==> src/logic/sleep_pkg.sv <==
// constants, register map and types of the sleep mode controller
package sleep_pkg;
  // register byte offsets
  localparam logic [7:0] CTRL_OFF   = 8'h00;
  localparam logic [7:0] INACT_OFF  = 8'h04;
  localparam logic [7:0] STATUS_OFF = 8'h08;
  localparam logic [7:0] EVENT_OFF  = 8'h0c;
  // control register fields
  localparam int SLEEP_EN_BIT  = 0;
  localparam int CTS_BLOCK_BIT = 1;
  localparam int HW_FLOW_BIT   = 2;
  localparam int USB_SR_BIT    = 3;
  localparam int ALERT_LSB     = 4;
  localparam int ALERT_MSB     = 5;
  localparam int TASK_BIT      = 6;
  // status register fields
  localparam int ST_STATE_LSB  = 0;
  localparam int ST_STATE_MSB  = 1;
  localparam int ST_CTS_BIT    = 2;
  localparam int ST_WAKE_BIT   = 3;
  localparam int ST_RING_BIT   = 4;
  // event register: write 1 to pulse
  localparam int EV_ALERT_DONE_BIT = 0;
  // reset values
  localparam logic [31:0] CTRL_RESET  = 32'h0000_000c;
  localparam logic [7:0]  INACT_RESET = 8'h05;
  // alert methods
  localparam logic [1:0] ALERT_WAKE_OUT = 2'h0;
  localparam logic [1:0] ALERT_SERIAL   = 2'h1;
  localparam logic [1:0] ALERT_RING     = 2'h2;
  // timing
  localparam longint CLK_HZ            = 125_000_000;
  localparam longint SECOND_CYCLES     = CLK_HZ;
  localparam int     STABILISE_US      = 100;
  localparam int     STABILISE_CYCLES  = (STABILISE_US * 125);
  localparam int     PAGE_PERIOD_MS    = 1000;
  localparam int     PAGE_LEN_MS       = 10;
  localparam longint PAGE_PERIOD_CYCLES = (longint'(PAGE_PERIOD_MS) * CLK_HZ) / 1000;
  localparam longint PAGE_LEN_CYCLES    = (longint'(PAGE_LEN_MS) * CLK_HZ) / 1000;
  // operating states
  typedef enum logic [1:0] {
    ST_IDLE,
    ST_SLEEP,
    ST_PAGING,
    ST_WAKING
  } op_state_t;
endpackage : sleep_pkg

==> src/logic/sleep_mode_controller.sv <==
// sleep mode controller: idle/sleep decision, wake sources, clear-to-send and alerts
`timescale 1ns/1ps
module sleep_mode_controller
  import sleep_pkg::*;
#(
  parameter longint SECOND_CYCLES_P = sleep_pkg::SECOND_CYCLES,
  parameter longint PAGE_PERIOD_P   = sleep_pkg::PAGE_PERIOD_CYCLES,
  parameter longint PAGE_LEN_P      = sleep_pkg::PAGE_LEN_CYCLES,
  parameter int     STABILISE_P     = sleep_pkg::STABILISE_CYCLES
) (
  input  wire logic        hclk,
  input  wire logic        hresetn,
  input  wire logic        hsel,
  input  wire logic [31:0] haddr,
  input  wire logic [1:0]  htrans,
  input  wire logic        hwrite,
  input  wire logic [2:0]  hsize,
  input  wire logic [31:0] hwdata,
  input  wire logic        hready,
  output logic      [31:0] hrdata,
  output logic             hreadyout,
  output logic             hresp,
  input  wire logic        uart_rx_active,
  input  wire logic        uart_tx_active,
  input  wire logic        network_busy,
  input  wire logic        network_indication,
  input  wire logic        usb_connected,
  input  wire logic        usb_transaction,
  input  wire logic        wake_request_low,
  output logic             cts_low,
  output logic             wake_out_low,
  output logic             ring_indicator_low,
  output logic             serial_alert,
  output logic             serial_enable,
  output logic             sleeping
);
  import sleep_pkg::*;

  logic [31:0] ctrl_reg;
  logic [7:0]  inact_reg;
  logic        ph_valid_reg;
  logic        ph_write_reg;
  logic [7:0]  ph_addr_reg;
  logic        alert_done;
  op_state_t   state_reg;
  logic [31:0] tick_reg;
  logic [7:0]  sec_reg;
  logic [31:0] page_reg;
  logic [31:0] stab_reg;
  logic        alert_pend_reg;
  logic        cts_low_reg;
  logic        blocking;
  logic        timeout;
  logic        wake_any;
  logic        sleep_ok;

  wire sleep_en  = ctrl_reg[SLEEP_EN_BIT];
  wire cts_block = ctrl_reg[CTS_BLOCK_BIT];
  wire hw_flow   = ctrl_reg[HW_FLOW_BIT];
  wire usb_sr    = ctrl_reg[USB_SR_BIT];
  wire [1:0] alert_sel = ctrl_reg[ALERT_MSB:ALERT_LSB];
  wire task_busy = ctrl_reg[TASK_BIT];

  // ahb-lite slave: zero wait states, always okay
  assign hreadyout = 1'b1;
  assign hresp     = 1'b0;

  always_ff @(posedge hclk or negedge hresetn) begin
    if (!hresetn) begin
      ph_valid_reg <= 1'b0;
      ph_write_reg <= 1'b0;
      ph_addr_reg  <= 8'h00;
    end else if (hready) begin
      ph_valid_reg <= hsel & htrans[1];
      ph_write_reg <= hwrite;
      ph_addr_reg  <= haddr[7:0];
    end
  end

  wire wr = ph_valid_reg & ph_write_reg;
  assign alert_done = wr && ph_addr_reg == EVENT_OFF && hwdata[EV_ALERT_DONE_BIT];

  always_ff @(posedge hclk or negedge hresetn) begin
    if (!hresetn) begin
      ctrl_reg  <= CTRL_RESET;
      inact_reg <= INACT_RESET;
    end else if (wr) begin
      if (ph_addr_reg == CTRL_OFF)
        ctrl_reg <= {25'h0, hwdata[TASK_BIT:0]};
      if (ph_addr_reg == INACT_OFF)
        inact_reg <= hwdata[7:0];
    end
  end

  always_ff @(posedge hclk or negedge hresetn) begin
    if (!hresetn) begin
      hrdata <= 32'h0000_0000;
    end else if (hready && hsel && htrans[1] && !hwrite) begin
      unique case (haddr[7:0])
        CTRL_OFF:   hrdata <= ctrl_reg;
        INACT_OFF:  hrdata <= {24'h0, inact_reg};
        STATUS_OFF: hrdata <= {27'h0, ~ring_indicator_low, ~wake_out_low, cts_low_reg, state_reg};
        default:    hrdata <= 32'h0000_0000;
      endcase
    end
  end

  // activity that holds the device awake
  assign blocking = uart_rx_active | uart_tx_active | network_busy | task_busy
                  | ~wake_request_low
                  | (usb_connected & ~usb_sr)
                  | (usb_connected & usb_transaction)
                  | alert_pend_reg;
  assign timeout  = sec_reg >= inact_reg;
  assign sleep_ok = sleep_en & ~blocking & timeout;

  // inactivity seconds counter
  always_ff @(posedge hclk or negedge hresetn) begin
    if (!hresetn) begin
      tick_reg <= 32'h0;
      sec_reg  <= 8'h00;
    end else if (blocking || state_reg != ST_IDLE) begin
      tick_reg <= 32'h0;
      sec_reg  <= 8'h00;
    end else if (!timeout) begin
      if (tick_reg == 32'(SECOND_CYCLES_P - 1)) begin
        tick_reg <= 32'h0;
        sec_reg  <= sec_reg + 8'h01;
      end else begin
        tick_reg <= tick_reg + 32'h1;
      end
    end
  end

  assign wake_any = ~wake_request_low
                  | uart_rx_active
                  | (usb_sr & usb_transaction)
                  | network_indication
                  | ~sleep_en;

  // operating state
  always_ff @(posedge hclk or negedge hresetn) begin
    if (!hresetn) begin
      state_reg <= ST_IDLE;
      page_reg  <= 32'h0;
      stab_reg  <= 32'h0;
    end else begin
      unique case (state_reg)
        ST_IDLE: begin
          page_reg <= 32'h0;
          if (sleep_ok)
            state_reg <= ST_SLEEP;
        end
        ST_SLEEP, ST_PAGING: begin
          if (wake_any) begin
            state_reg <= ST_WAKING;
            stab_reg  <= 32'h0;
          end else if (page_reg == 32'(PAGE_PERIOD_P - 1)) begin
            page_reg  <= 32'h0;
            state_reg <= ST_PAGING;
          end else begin
            page_reg <= page_reg + 32'h1;
            if (state_reg == ST_PAGING && page_reg == 32'(PAGE_LEN_P - 1))
              state_reg <= ST_SLEEP;
          end
        end
        ST_WAKING: begin
          if (stab_reg == 32'(STABILISE_P - 1))
            state_reg <= ST_IDLE;
          else
            stab_reg <= stab_reg + 32'h1;
        end
      endcase
    end
  end

  // clear-to-send
  always_ff @(posedge hclk or negedge hresetn) begin
    if (!hresetn) begin
      cts_low_reg <= 1'b0;
    end else if (state_reg == ST_IDLE && sleep_ok && usb_connected) begin
      cts_low_reg <= cts_low_reg;
    end else begin
      unique case (state_reg)
        // cts_low_reg is the pin level: 1 means serial port closed
        ST_IDLE:    cts_low_reg <= sleep_ok & hw_flow;
        ST_SLEEP:   cts_low_reg <= usb_connected ? cts_low_reg : hw_flow;
        ST_PAGING:  cts_low_reg <= usb_connected ? cts_low_reg : cts_block;
        ST_WAKING:  cts_low_reg <= (stab_reg != 32'(STABILISE_P - 1));
      endcase
    end
  end

  // network alert to the application
  always_ff @(posedge hclk or negedge hresetn) begin
    if (!hresetn)
      alert_pend_reg <= 1'b0;
    else if (network_indication)
      alert_pend_reg <= 1'b1;
    else if (alert_done)
      alert_pend_reg <= 1'b0;
  end

  always_ff @(posedge hclk or negedge hresetn) begin
    if (!hresetn) begin
      wake_out_low       <= 1'b1;
      ring_indicator_low <= 1'b1;
      serial_alert       <= 1'b0;
    end else begin
      wake_out_low       <= ~(alert_pend_reg && alert_sel == ALERT_WAKE_OUT);
      ring_indicator_low <= ~(alert_pend_reg && alert_sel == ALERT_RING);
      serial_alert       <= alert_pend_reg && alert_sel == ALERT_SERIAL;
    end
  end

  assign cts_low       = cts_low_reg;
  assign serial_enable = (state_reg == ST_IDLE) | (state_reg == ST_PAGING && !cts_block);
  assign sleeping      = (state_reg == ST_SLEEP) | (state_reg == ST_PAGING);
endmodule : sleep_mode_controller

==> config.mk <==
export PLATFORM = sky130hd
export DESIGN_NAME = sleep_mode_controller
export DESIGN_NICKNAME = d
export VERILOG_FILES = /design/src/logic/sleep_pkg.sv /design/src/logic/sleep_mode_controller.sv
export SDC_FILE = /design/constraint.sdc
export NUM_CORES = 1
export LEC_CHECK = 0
export BUFFER_PORTS_ARGS = -buffer_cell sky130_fd_sc_hd__buf_2
export CAP_MARGIN = 30
export CORE_ASPECT_RATIO = 1.25
export CORE_MARGIN = 4
export CORE_UTILIZATION = 40
export CTS_CLUSTER_DIAMETER = 50
export CTS_CLUSTER_SIZE = 28
export DETAILED_ROUTE_END_ITERATION = 10
export PLACE_DENSITY = 0.7
export RECOVER_POWER = 25
export SYNTH_ARGS = -nofsm -noshare
export SYNTH_HDL_FRONTEND = slang
export SYNTH_SLANG_ARGS = --single-unit
export TNS_END_PERCENT = 10
==> constraint.sdc <==
create_clock -name hclk -period 3.4 [get_ports hclk]
set_input_delay 0.34 -clock hclk [delete_from_list [all_inputs] [get_ports hclk]]
set_output_delay 0.34 -clock hclk [all_outputs]
set_load 0.03 [all_outputs]
# ---- After elaboration in Yosys (flattened, before gate mapping)
# Index checks and enable logic that the tools add are counted.
dict set report totals {
  output_inout_bits 40
  wordCells 130
  inputBits 81
  reg_bits 168
}
dict set report classes {
  reduce_logical 32
  eq_ne 23
  mux 24
  magnitude_cmp 1
  n_addsub 4
  bitwise_logic 30
}
# operator count
set op_table {}
lappend op_table {{$mux 32} 7}
lappend op_table {{$pmux 32 s2} 2}
lappend op_table {{$add 32x1->32 const B} 3}
lappend op_table {{$eq 32x27->1 const B} 2}
lappend op_table {{$eq 32x14->1 const B} 1}
lappend op_table {{$eq 32x21->1 const B} 1}
lappend op_table {{$ne 32x14->1 const B} 1}
lappend op_table {{$mux 8} 3}
lappend op_table {{$pmux 8 s3} 1}
lappend op_table {{$eq 8x3->1 const B} 2}
lappend op_table {{$eq 8x4->1 const B} 2}
lappend op_table {{$logic_not 8->1} 2}
lappend op_table {{$ne 2x2->1 const B} 7}
lappend op_table {{$or 1x1->1} 13}
lappend op_table {{$logic_and 1x1->1} 12}
lappend op_table {{$mux 2} 5}
lappend op_table {{$reduce_bool 2->1} 5}
lappend op_table {{$not 1->1} 9}
lappend op_table {{$reduce_and 3->1} 3}
lappend op_table {{$add 8x1->8 const B} 1}
lappend op_table {{$and 1x1->1} 8}
lappend op_table {{$ge 8x8->1} 1}
lappend op_table {{$reduce_and 2->1} 4}
lappend op_table {{$eq 2x2->1 const B} 3}
lappend op_table {{other kinds (10)} 16}

# ---- Logic depth before layout (Yosys ltp)
# Gate-level depths: netlist of the first run.
dict set report logic_depth {
  ltp_word 14
  depth_mapped 10
  mapped_depth_nobuf 9
}

# ---- Least setup slack after synthesis of the first run
# Ideal clock, no wire load.
dict set report synth_timing {
  path_type {register to register}
  startpoint {reg inact_reg[2]}
  endpoint {reg tick_reg[22]}
  setup_time_ns 0.121
  path_buffers 0
  arrival_time_ns 2.216
  path_stages_with_launch 10
  slack_ns 1.062
  required_time_ns 3.279
  synth_period_minus_slack_ns 2.338
  cell_sequence {dfstp_2 -> inv_1 -> ha_1 -> and3_1 -> o21ai_0 -> a311o_1 -> a21oi_2 -> or4_1 -> xor2_1 -> nor2_1}
}
dict set report synth_via {
  elab_chain_len 2
}
# item line_no
set synth_lines {}
lappend synth_lines {{start: declaration} sleep_mode_controller.sv:40} ;# logic [7:0] inact_reg;
lappend synth_lines {{start signal: assignment} sleep_mode_controller.sv:91} ;# inact_reg <= hwdata[7:0];
lappend synth_lines {{$ge 8x8->1} sleep_mode_controller.sv:114} ;# assign timeout = sec_reg >= inact_reg;
lappend synth_lines {{$ne 2x1->1 (no source line)} -}
lappend synth_lines {{end signal: assignment} sleep_mode_controller.sv:130} ;# tick_reg <= tick_reg + 32'h1;
lappend synth_lines {{end: declaration} sleep_mode_controller.sv:46} ;# logic [31:0] tick_reg;
# Every way passes these cells.
# A chain may end at the register's enable or synchronous reset.

# ---- Final worst setup path of the first run
# Ends and elaborated chain as after synthesis.

==> impl_metrics.tcl, run 1 <==
set metrics [dict create \
    p_sw_frac 0.276 \
    totalWireLength_mm 16.9 \
    hold_path_class "in -> reg" \
    syn_area_mm2 0.00788 \
    cts-root-buf "clkbuf_16" \
    clockBufferDepth 2 \
    max_freq_mhz 364 \
    hpwlAfterDp_mm 11.9 \
    timing.hold.ws_ps 113 \
    area_delta_synth_final_pct 14.3 \
    period_needed_ps 2750 \
    yosysWarnings 0 \
    grt_overflow_total 0 \
    final_common_cell "dfrtp_1" \
    ant_nets 0 \
    p_total_mw 4.90 \
    dieArea_mm2 0.0220 \
    crit_type "reg -> reg" \
    synth_flop_cell "dfrtp_1" \
    die_y_um 165 \
    yosysSeqAreaShare 0.458 \
    peakVddDrop_uv 350 \
    cp-start-kind "flip-flop" \
    drive_above_1_share 0.148 \
    rr_endpoint "tick_reg[22]" \
    grt.total_usage 0.159 \
    slew-limit-headroom -0.227 \
    crit_fanout 19 \
    max_stage_delay_ps 540 \
    initial_utilization 0.406 \
    drcViolationCount 0 \
    place_ws_ps 656 \
    outcome "finished, violations left" \
    ys_types 65 \
    synth_area_per_cell_um2 9.30 \
    utilization 0.465 \
    cts.sinks 144 \
    r2r_setup_slack_ps 650 \
    r2r-start "inact_reg[2]" \
    die_w_um 134 \
    cp-endpoint "tick_reg[22]" \
    io_pins 121 \
    clock_skew_ps 10.1 \
    grt_start_max_net_pins 74 \
    grt_pass1_vias 5944 \
    cp-startpoint "inact_reg[2]" \
    vias 6186 \
    r2r_cells 10 \
    grt_pass1_wl_mm 28.6 \
    cts_max_level 4 \
    p_seq_frac 0.379 \
    cp_num_cells 10 \
    crit_buf_inv 2 \
    slowest_stage "dfstp_2" \
    violations "capacitance limit, slew limit" \
    tightest_slew_ps 1840 \
    core_mm2 0.0194 \
    cts_made_buffers 17 \
    finalNetCount 988 \
    io_buffers 42 \
    comb_power_share 0.165 \
    postSynthCellCount 848 \
    antenna_found_initial 0 \
    end_kind "flip-flop" \
    cpLargestDelayFamily "simple AND/OR/NAND/NOR gates" \
    place_congestion 0.835 \
    avgViaCountPerCell 5.30 \
    setup_ws_ps 653 \
    synth_edf_count 0 \
    clk_pin_slew_ps 60 \
    intPower_mw 3.55 \
    critPathArrivalTime_ps 3060 \
    p_switching_mw 1.35 \
    cts_tree "built" \
    slew_violations 73 \
    synth_seq_cells 144 \
    wl_per_cell_um 14.5 \
    rsz0062_at_grt "no" \
    p_leak_nw 3.85 \
    async_flop_share 1.00 \
    fin_crit_sh 0.808 \
    powerDensity_mw_per_mm2 544 \
    clkPwrFrac 0.456 \
    cp_cell_sequence "inv_1 -> ha_1 -> and3_1 -> o21ai_0 -> a311o_1 -> a21oi_2 -> buf_4 -> or4_1 -> xor2_1 -> nor2_1" \
    clk_latency_ps 430 \
    drt-pass1-iter-count 5 \
    drt_iter0_markers 342 \
    setup_tns_ps 0 \
    maxCapViolations 1 \
    setup_viol 0 \
    hold_viol 0 \
    n_antenna_cell 0 \
    required_ps 3710 \
    rows 57 \
    final_cell_mix "138 x dfrtp_1, 96 x nor2_1, 82 x nand2_1" \
]
==> cell type report <==
| class | instances | area, um2 |
|---|---|---|
| timing repair buffer | 53 | 308 |
| clock inverter | 12 | 253 |
| multi-input combinational | 649 | 3960 |
| fill | 1807 | 10400 |
| inverter | 25 | 93.8 |
| clock buffer | 20 | 457 |
| tap | 265 | 332 |
| sequential | 144 | 3610 |
==> power groups by stage <==
stage	Clock (mW)	Combinational, mW	Sequential (mW)
2_1_floorplan	0	0.570	1.89
3_3_place_gp	0	0.804	1.89
3_5_place_dp	0	0.812	1.89
4_1_cts	2.27	0.819	1.86
5_1_grt	2.35	0.906	1.87
6_report	2.23	0.807	1.86
==> layer usage <==
| layer | routed length, um | up-vias | track usage |
|---|---|---|---|
| met2 | 8570 | 102 | 0.273 |
| met4 | 231 | 0 | 0.0566 |
| met5 | 0 | - | 0 |
| met3 | 529 | 20 | 0.0378 |
| met1 | 7580 | 3033 | 0.196 |
| li1 | - | 3031 | - |
==> logic make-up (layout without fill, tap and decap cells) <==
kind of cell    count (synthesis)  count (layout)  share of synthesized area
compound gates                148             148                      0.116
xor+xnor                       57              57                     0.0633
fa+ha+maj                      17              17                     0.0270
buf+inv                        79             110                     0.0521
flops                         144             144                      0.458
mux                            34              34                     0.0473
other cells                     2              26                   0.000953
simple gates                  367             367                      0.235
==> through the flow <==
| step | cell area (um2) | instances |
|---|---|---|
| finish | 9010 | 1168 |
| CTS | 9020 | 1168 |
| global route | 9010 | 1168 |
| detailed placement | 8300 | 1135 |
| floorplan | 7970 | 872 |
| global placement | 8300 | 1135 |
==> how the worst min path moves through the flow <==
| stage | startpoint | endpoint | slack [ps] | cells after the start |
|---|---|---|---|---|
| finish | network_indication | alert_pend_reg | 110 | 2 |
| detailed placement | hresetn | sec_reg[4] | 400 | 1 |
| floorplan | hresetn | alert_pend_reg | 40 | 0 |
| global route | network_indication | alert_pend_reg | 120 | 2 |
| CTS | network_indication | alert_pend_reg | 100 | 2 |
| global placement | hresetn | sec_reg[4] | 400 | 1 |
==> cell usage after synthesis (3+ instances only) <==
cell type    n  area share
dfrtp_1    138        0.44
nor2_1      96       0.046
nand2_1     82       0.039
o21ai_0     66       0.042
nand3_1     55       0.035
xor2_1      31       0.034
a21oi_1     28       0.018
buf_4       28       0.027
xnor2_1     26       0.029
and3_1      25       0.020
inv_1       25       0.012
mux2_2      25       0.036
nor4_1      19       0.015
clkbuf_1    18      0.0086
nand4_1     18       0.014
ha_1        17       0.027
nor3_1      13      0.0083
o31ai_1     10      0.0095
nor4b_1      9       0.010
o21ai_1      9      0.0057
a31oi_1      8      0.0063
mux2i_1      8       0.010
or3_1        8      0.0063
and2_1       7      0.0056
buf_2        7      0.0044
dfstp_2      6       0.020
nor2b_1      6      0.0048
or4_1        5      0.0048
o31ai_2      4      0.0063
a21o_1       3      0.0029
and4_1       3      0.0033
nand4b_1     3      0.0033
==> what timing repair did <==
action / in CTS / in global routing
resized for setup: 0 / 0
endpoints found under the hold margin: 69 / 0
buffers inserted: 0 / 0
hold buffers: 1 / 0
Note: power is estimated with default switching activity, not from simulation.
==> run 2: changes to the inputs <==
Settings changed: ABC_AREA from default to 1, PLACE_DENSITY 0.7 to 0.69.
Clock period 3.4 ns to 2.83 ns, I/O delays scaled along.
==> impl_metrics.tcl, run 2 <==
set metrics [dict create \
    hpwlAfterDp_mm 18.5 \
    setup_ws_ps 467 \
    synthTopCellsByCount "410 x nand2_1, 201 x nor2_1, 180 x inv_1" \
    synth_fa_ha_area_frac 0.0223 \
    area_delta_synth_final_pct 11.2 \
    place_congestion 0.928 \
    peakVddDrop_uv 361 \
    yosysSeqAreaShare 0.379 \
    initial_utilization 0.411 \
    outcome "finished, final reports clean" \
    wl_per_cell_um 13.8 \
    cts_made_buffers 17 \
    timing.hold.ws_ps 67.6 \
    utilization 0.457 \
    rsz0062_at_grt "no" \
    synth_xor_area_frac 0.0294 \
    async_flop_share 1.00 \
    dp_cells 1729 \
    cp-start-kind "flip-flop" \
    tightest_slew_ps 1390 \
    r2r_setup_slack_ps 470 \
    grt_start_max_net_pins 56 \
    synth.area.top_cells "dfrtp_1 36%, nand2_1 16%, nor2_1 7.9%" \
    postSynthCellCount 1412 \
    cp_cell_sequence "inv_1 -> ha_1 -> nand2_1 -> nor2_1 -> nor2_1 -> nand2_1 -> nand2_1 -> nand2_1 -> nand2_4 -> nand2_4 -> nor2_1 -> nand2_1 -> nand2_1" \
    io_pins 121 \
    slew-limit-headroom 0.0727 \
    slowest_stage "dfstp_2" \
    hold_path_class "in -> reg" \
    drt-pass1-iter-count 5 \
    grt_pass1_vias 8650 \
    synth_seq_cells 144 \
    p_leak_nw 5.18 \
    drcViolationCount 0 \
    end_kind "flip-flop" \
    final_cell_mix "410 x nand2_1, 201 x nor2_1, 180 x inv_1" \
    cts.sinks 144 \
    finalNetCount 1559 \
    synth_top_cell_area_share 0.363 \
    stdcell_count 1762 \
    fin_crit_sh 0.835 \
    drt_iter0_markers 568 \
    place_ws_ps 522 \
    required_ps 3210 \
    cts-root-buf "clkbuf_16" \
    die_w_um 146 \
    fillCellCount 2370 \
    dieArea_mm2 0.0264 \
    io_buffers 42 \
    core_mm2 0.0232 \
    final_common_cell "nand2_1" \
    synthMuxAreaShare 0.00118 \
    hp-start "haddr[6]" \
    powerDensity_mw_per_mm2 434 \
    crit_type "reg -> reg" \
    synth_edf_count 0 \
    cts_tree "built" \
    rr_endpoint "sec_reg[0]" \
    setup_viol 0 \
    clk_pin_slew_ps 70 \
    synth_area_per_cell_um2 6.75 \
    critPathArrivalTime_ps 2740 \
    min_path_cells 3 \
    yosysMostFrequentCell "nand2_1" \
    worstHoldEndpoint "ph_addr_reg[6]" \
    die_y_um 181 \
    synth_flop_cell "dfrtp_1" \
    synth_top_area_cell "dfrtp_1" \
    synth_compound_area_frac 0.0834 \
    crit_top_cell "nand2_1" \
    slew_violations 0 \
    maxCapViolations 0 \
    grt_pass1_wl_mm 40.8 \
    rows 62 \
    totalWireLength_mm 24.3 \
    ys_types 43 \
    synth_top_family_by_area "simple AND/OR/NAND/NOR gates" \
    vias 8894 \
    r2r-start "inact_reg[2]" \
    hold_viol 0 \
    period_needed_ps 2360 \
    cts_max_level 4 \
    synth-simple-area-share 0.374 \
    syn_area_mm2 0.00952 \
    crit_fanout 26 \
    ant_nets 0 \
    grt_overflow_total 0 \
    antenna_found_initial 0 \
    setup_tns_ps 0 \
    clockBufferDepth 2 \
    max_freq_mhz 423 \
    n_antenna_cell 0 \
    drive_above_1_share 0.0868 \
    avgViaCountPerCell 5.05 \
    clock_skew_ps 8.51 \
    clk_latency_ps 440 \
    r2r_cells 13 \
    max_stage_delay_ps 530 \
    yosysWarnings 0 \
    grt.total_usage 0.185 \
]
[run 2: area by class of cell]
| class | instances | area, um2 | area share |
|---|---|---|---|
| clock inverter | 15 | 161 | 0.0152 |
| inverter | 181 | 679 | 0.0642 |
| clock buffer | 17 | 425 | 0.0402 |
| timing repair buffer | 60 | 397 | 0.0375 |
| multi-input combinational | 1057 | 4950 | 0.468 |
| sequential | 144 | 3610 | 0.341 |
| tap | 288 | 360 | 0.0340 |
[run 2: what timing repair did]
action	CTS	global route
gates resized for setup	0	0
buffers inserted	0	0
hold endpoints to repair	46	0
hold buffers	1	0
endpoints found under the setup margin	0	0
[run 2: cells by family after synthesis]
family          Yosys count
compound gates          145
xor+xnor                 32
mux                       1
buf+inv                 235
simple gates            836
other cells               2
flops                   144
fa+ha+maj                17
[run 2: power by group]
group | internal, mW | switching (mW)
combinational | 0.0426 | 0.147
clock | 1.26 | 1.03
sequential | 2.09 | 0.0216
total | 3.39 | 1.20
[run 2: worst max-delay path: cells and delay by family, from the launching register on]
| kind | cells | cell delay [ps] |
|---|---|---|
| adders and majority gates | 1 | 310 |
| buffers and inverters | 1 | 60 |
| and+or+nand+nor | 11 | 1400 |
| DFF | 1 | 530 |
[run 2: worst max path at each step]
| stage | from | end | slack [ps] | cells past startpoint |
|---|---|---|---|---|
| final | inact_reg[2] | sec_reg[0] | 470 | 13 |
| after global routing | inact_reg[2] | sec_reg[0] | 200 | 13 |
| after CTS | inact_reg[2] | sec_reg[0] | 460 | 13 |
| after detailed placement | inact_reg[2] | sec_reg[0] | 520 | 13 |
| after global placement | state_reg[0] | stab_reg[15] | 340 | 8 |
| after floorplan | state_reg[0] | stab_reg[8] | 740 | 11 |
[run 2: through the flow]
step	total power, mW	cell area (um2)
after detailed placement	2.34	10000
after global routing	4.74	10600
final	4.60	10600
after CTS	4.64	10600
after floorplan	2.28	9610
after global placement	2.34	9950
[run 2: per-layer routing]
metal	track usage	share of wire	up-vias
met5	0	0	-
met3	0.0194	0.041	54
li1	-	-	4538
met4	0.0761	0.029	0
met2	0.335	0.50	220
met1	0.224	0.43	4082
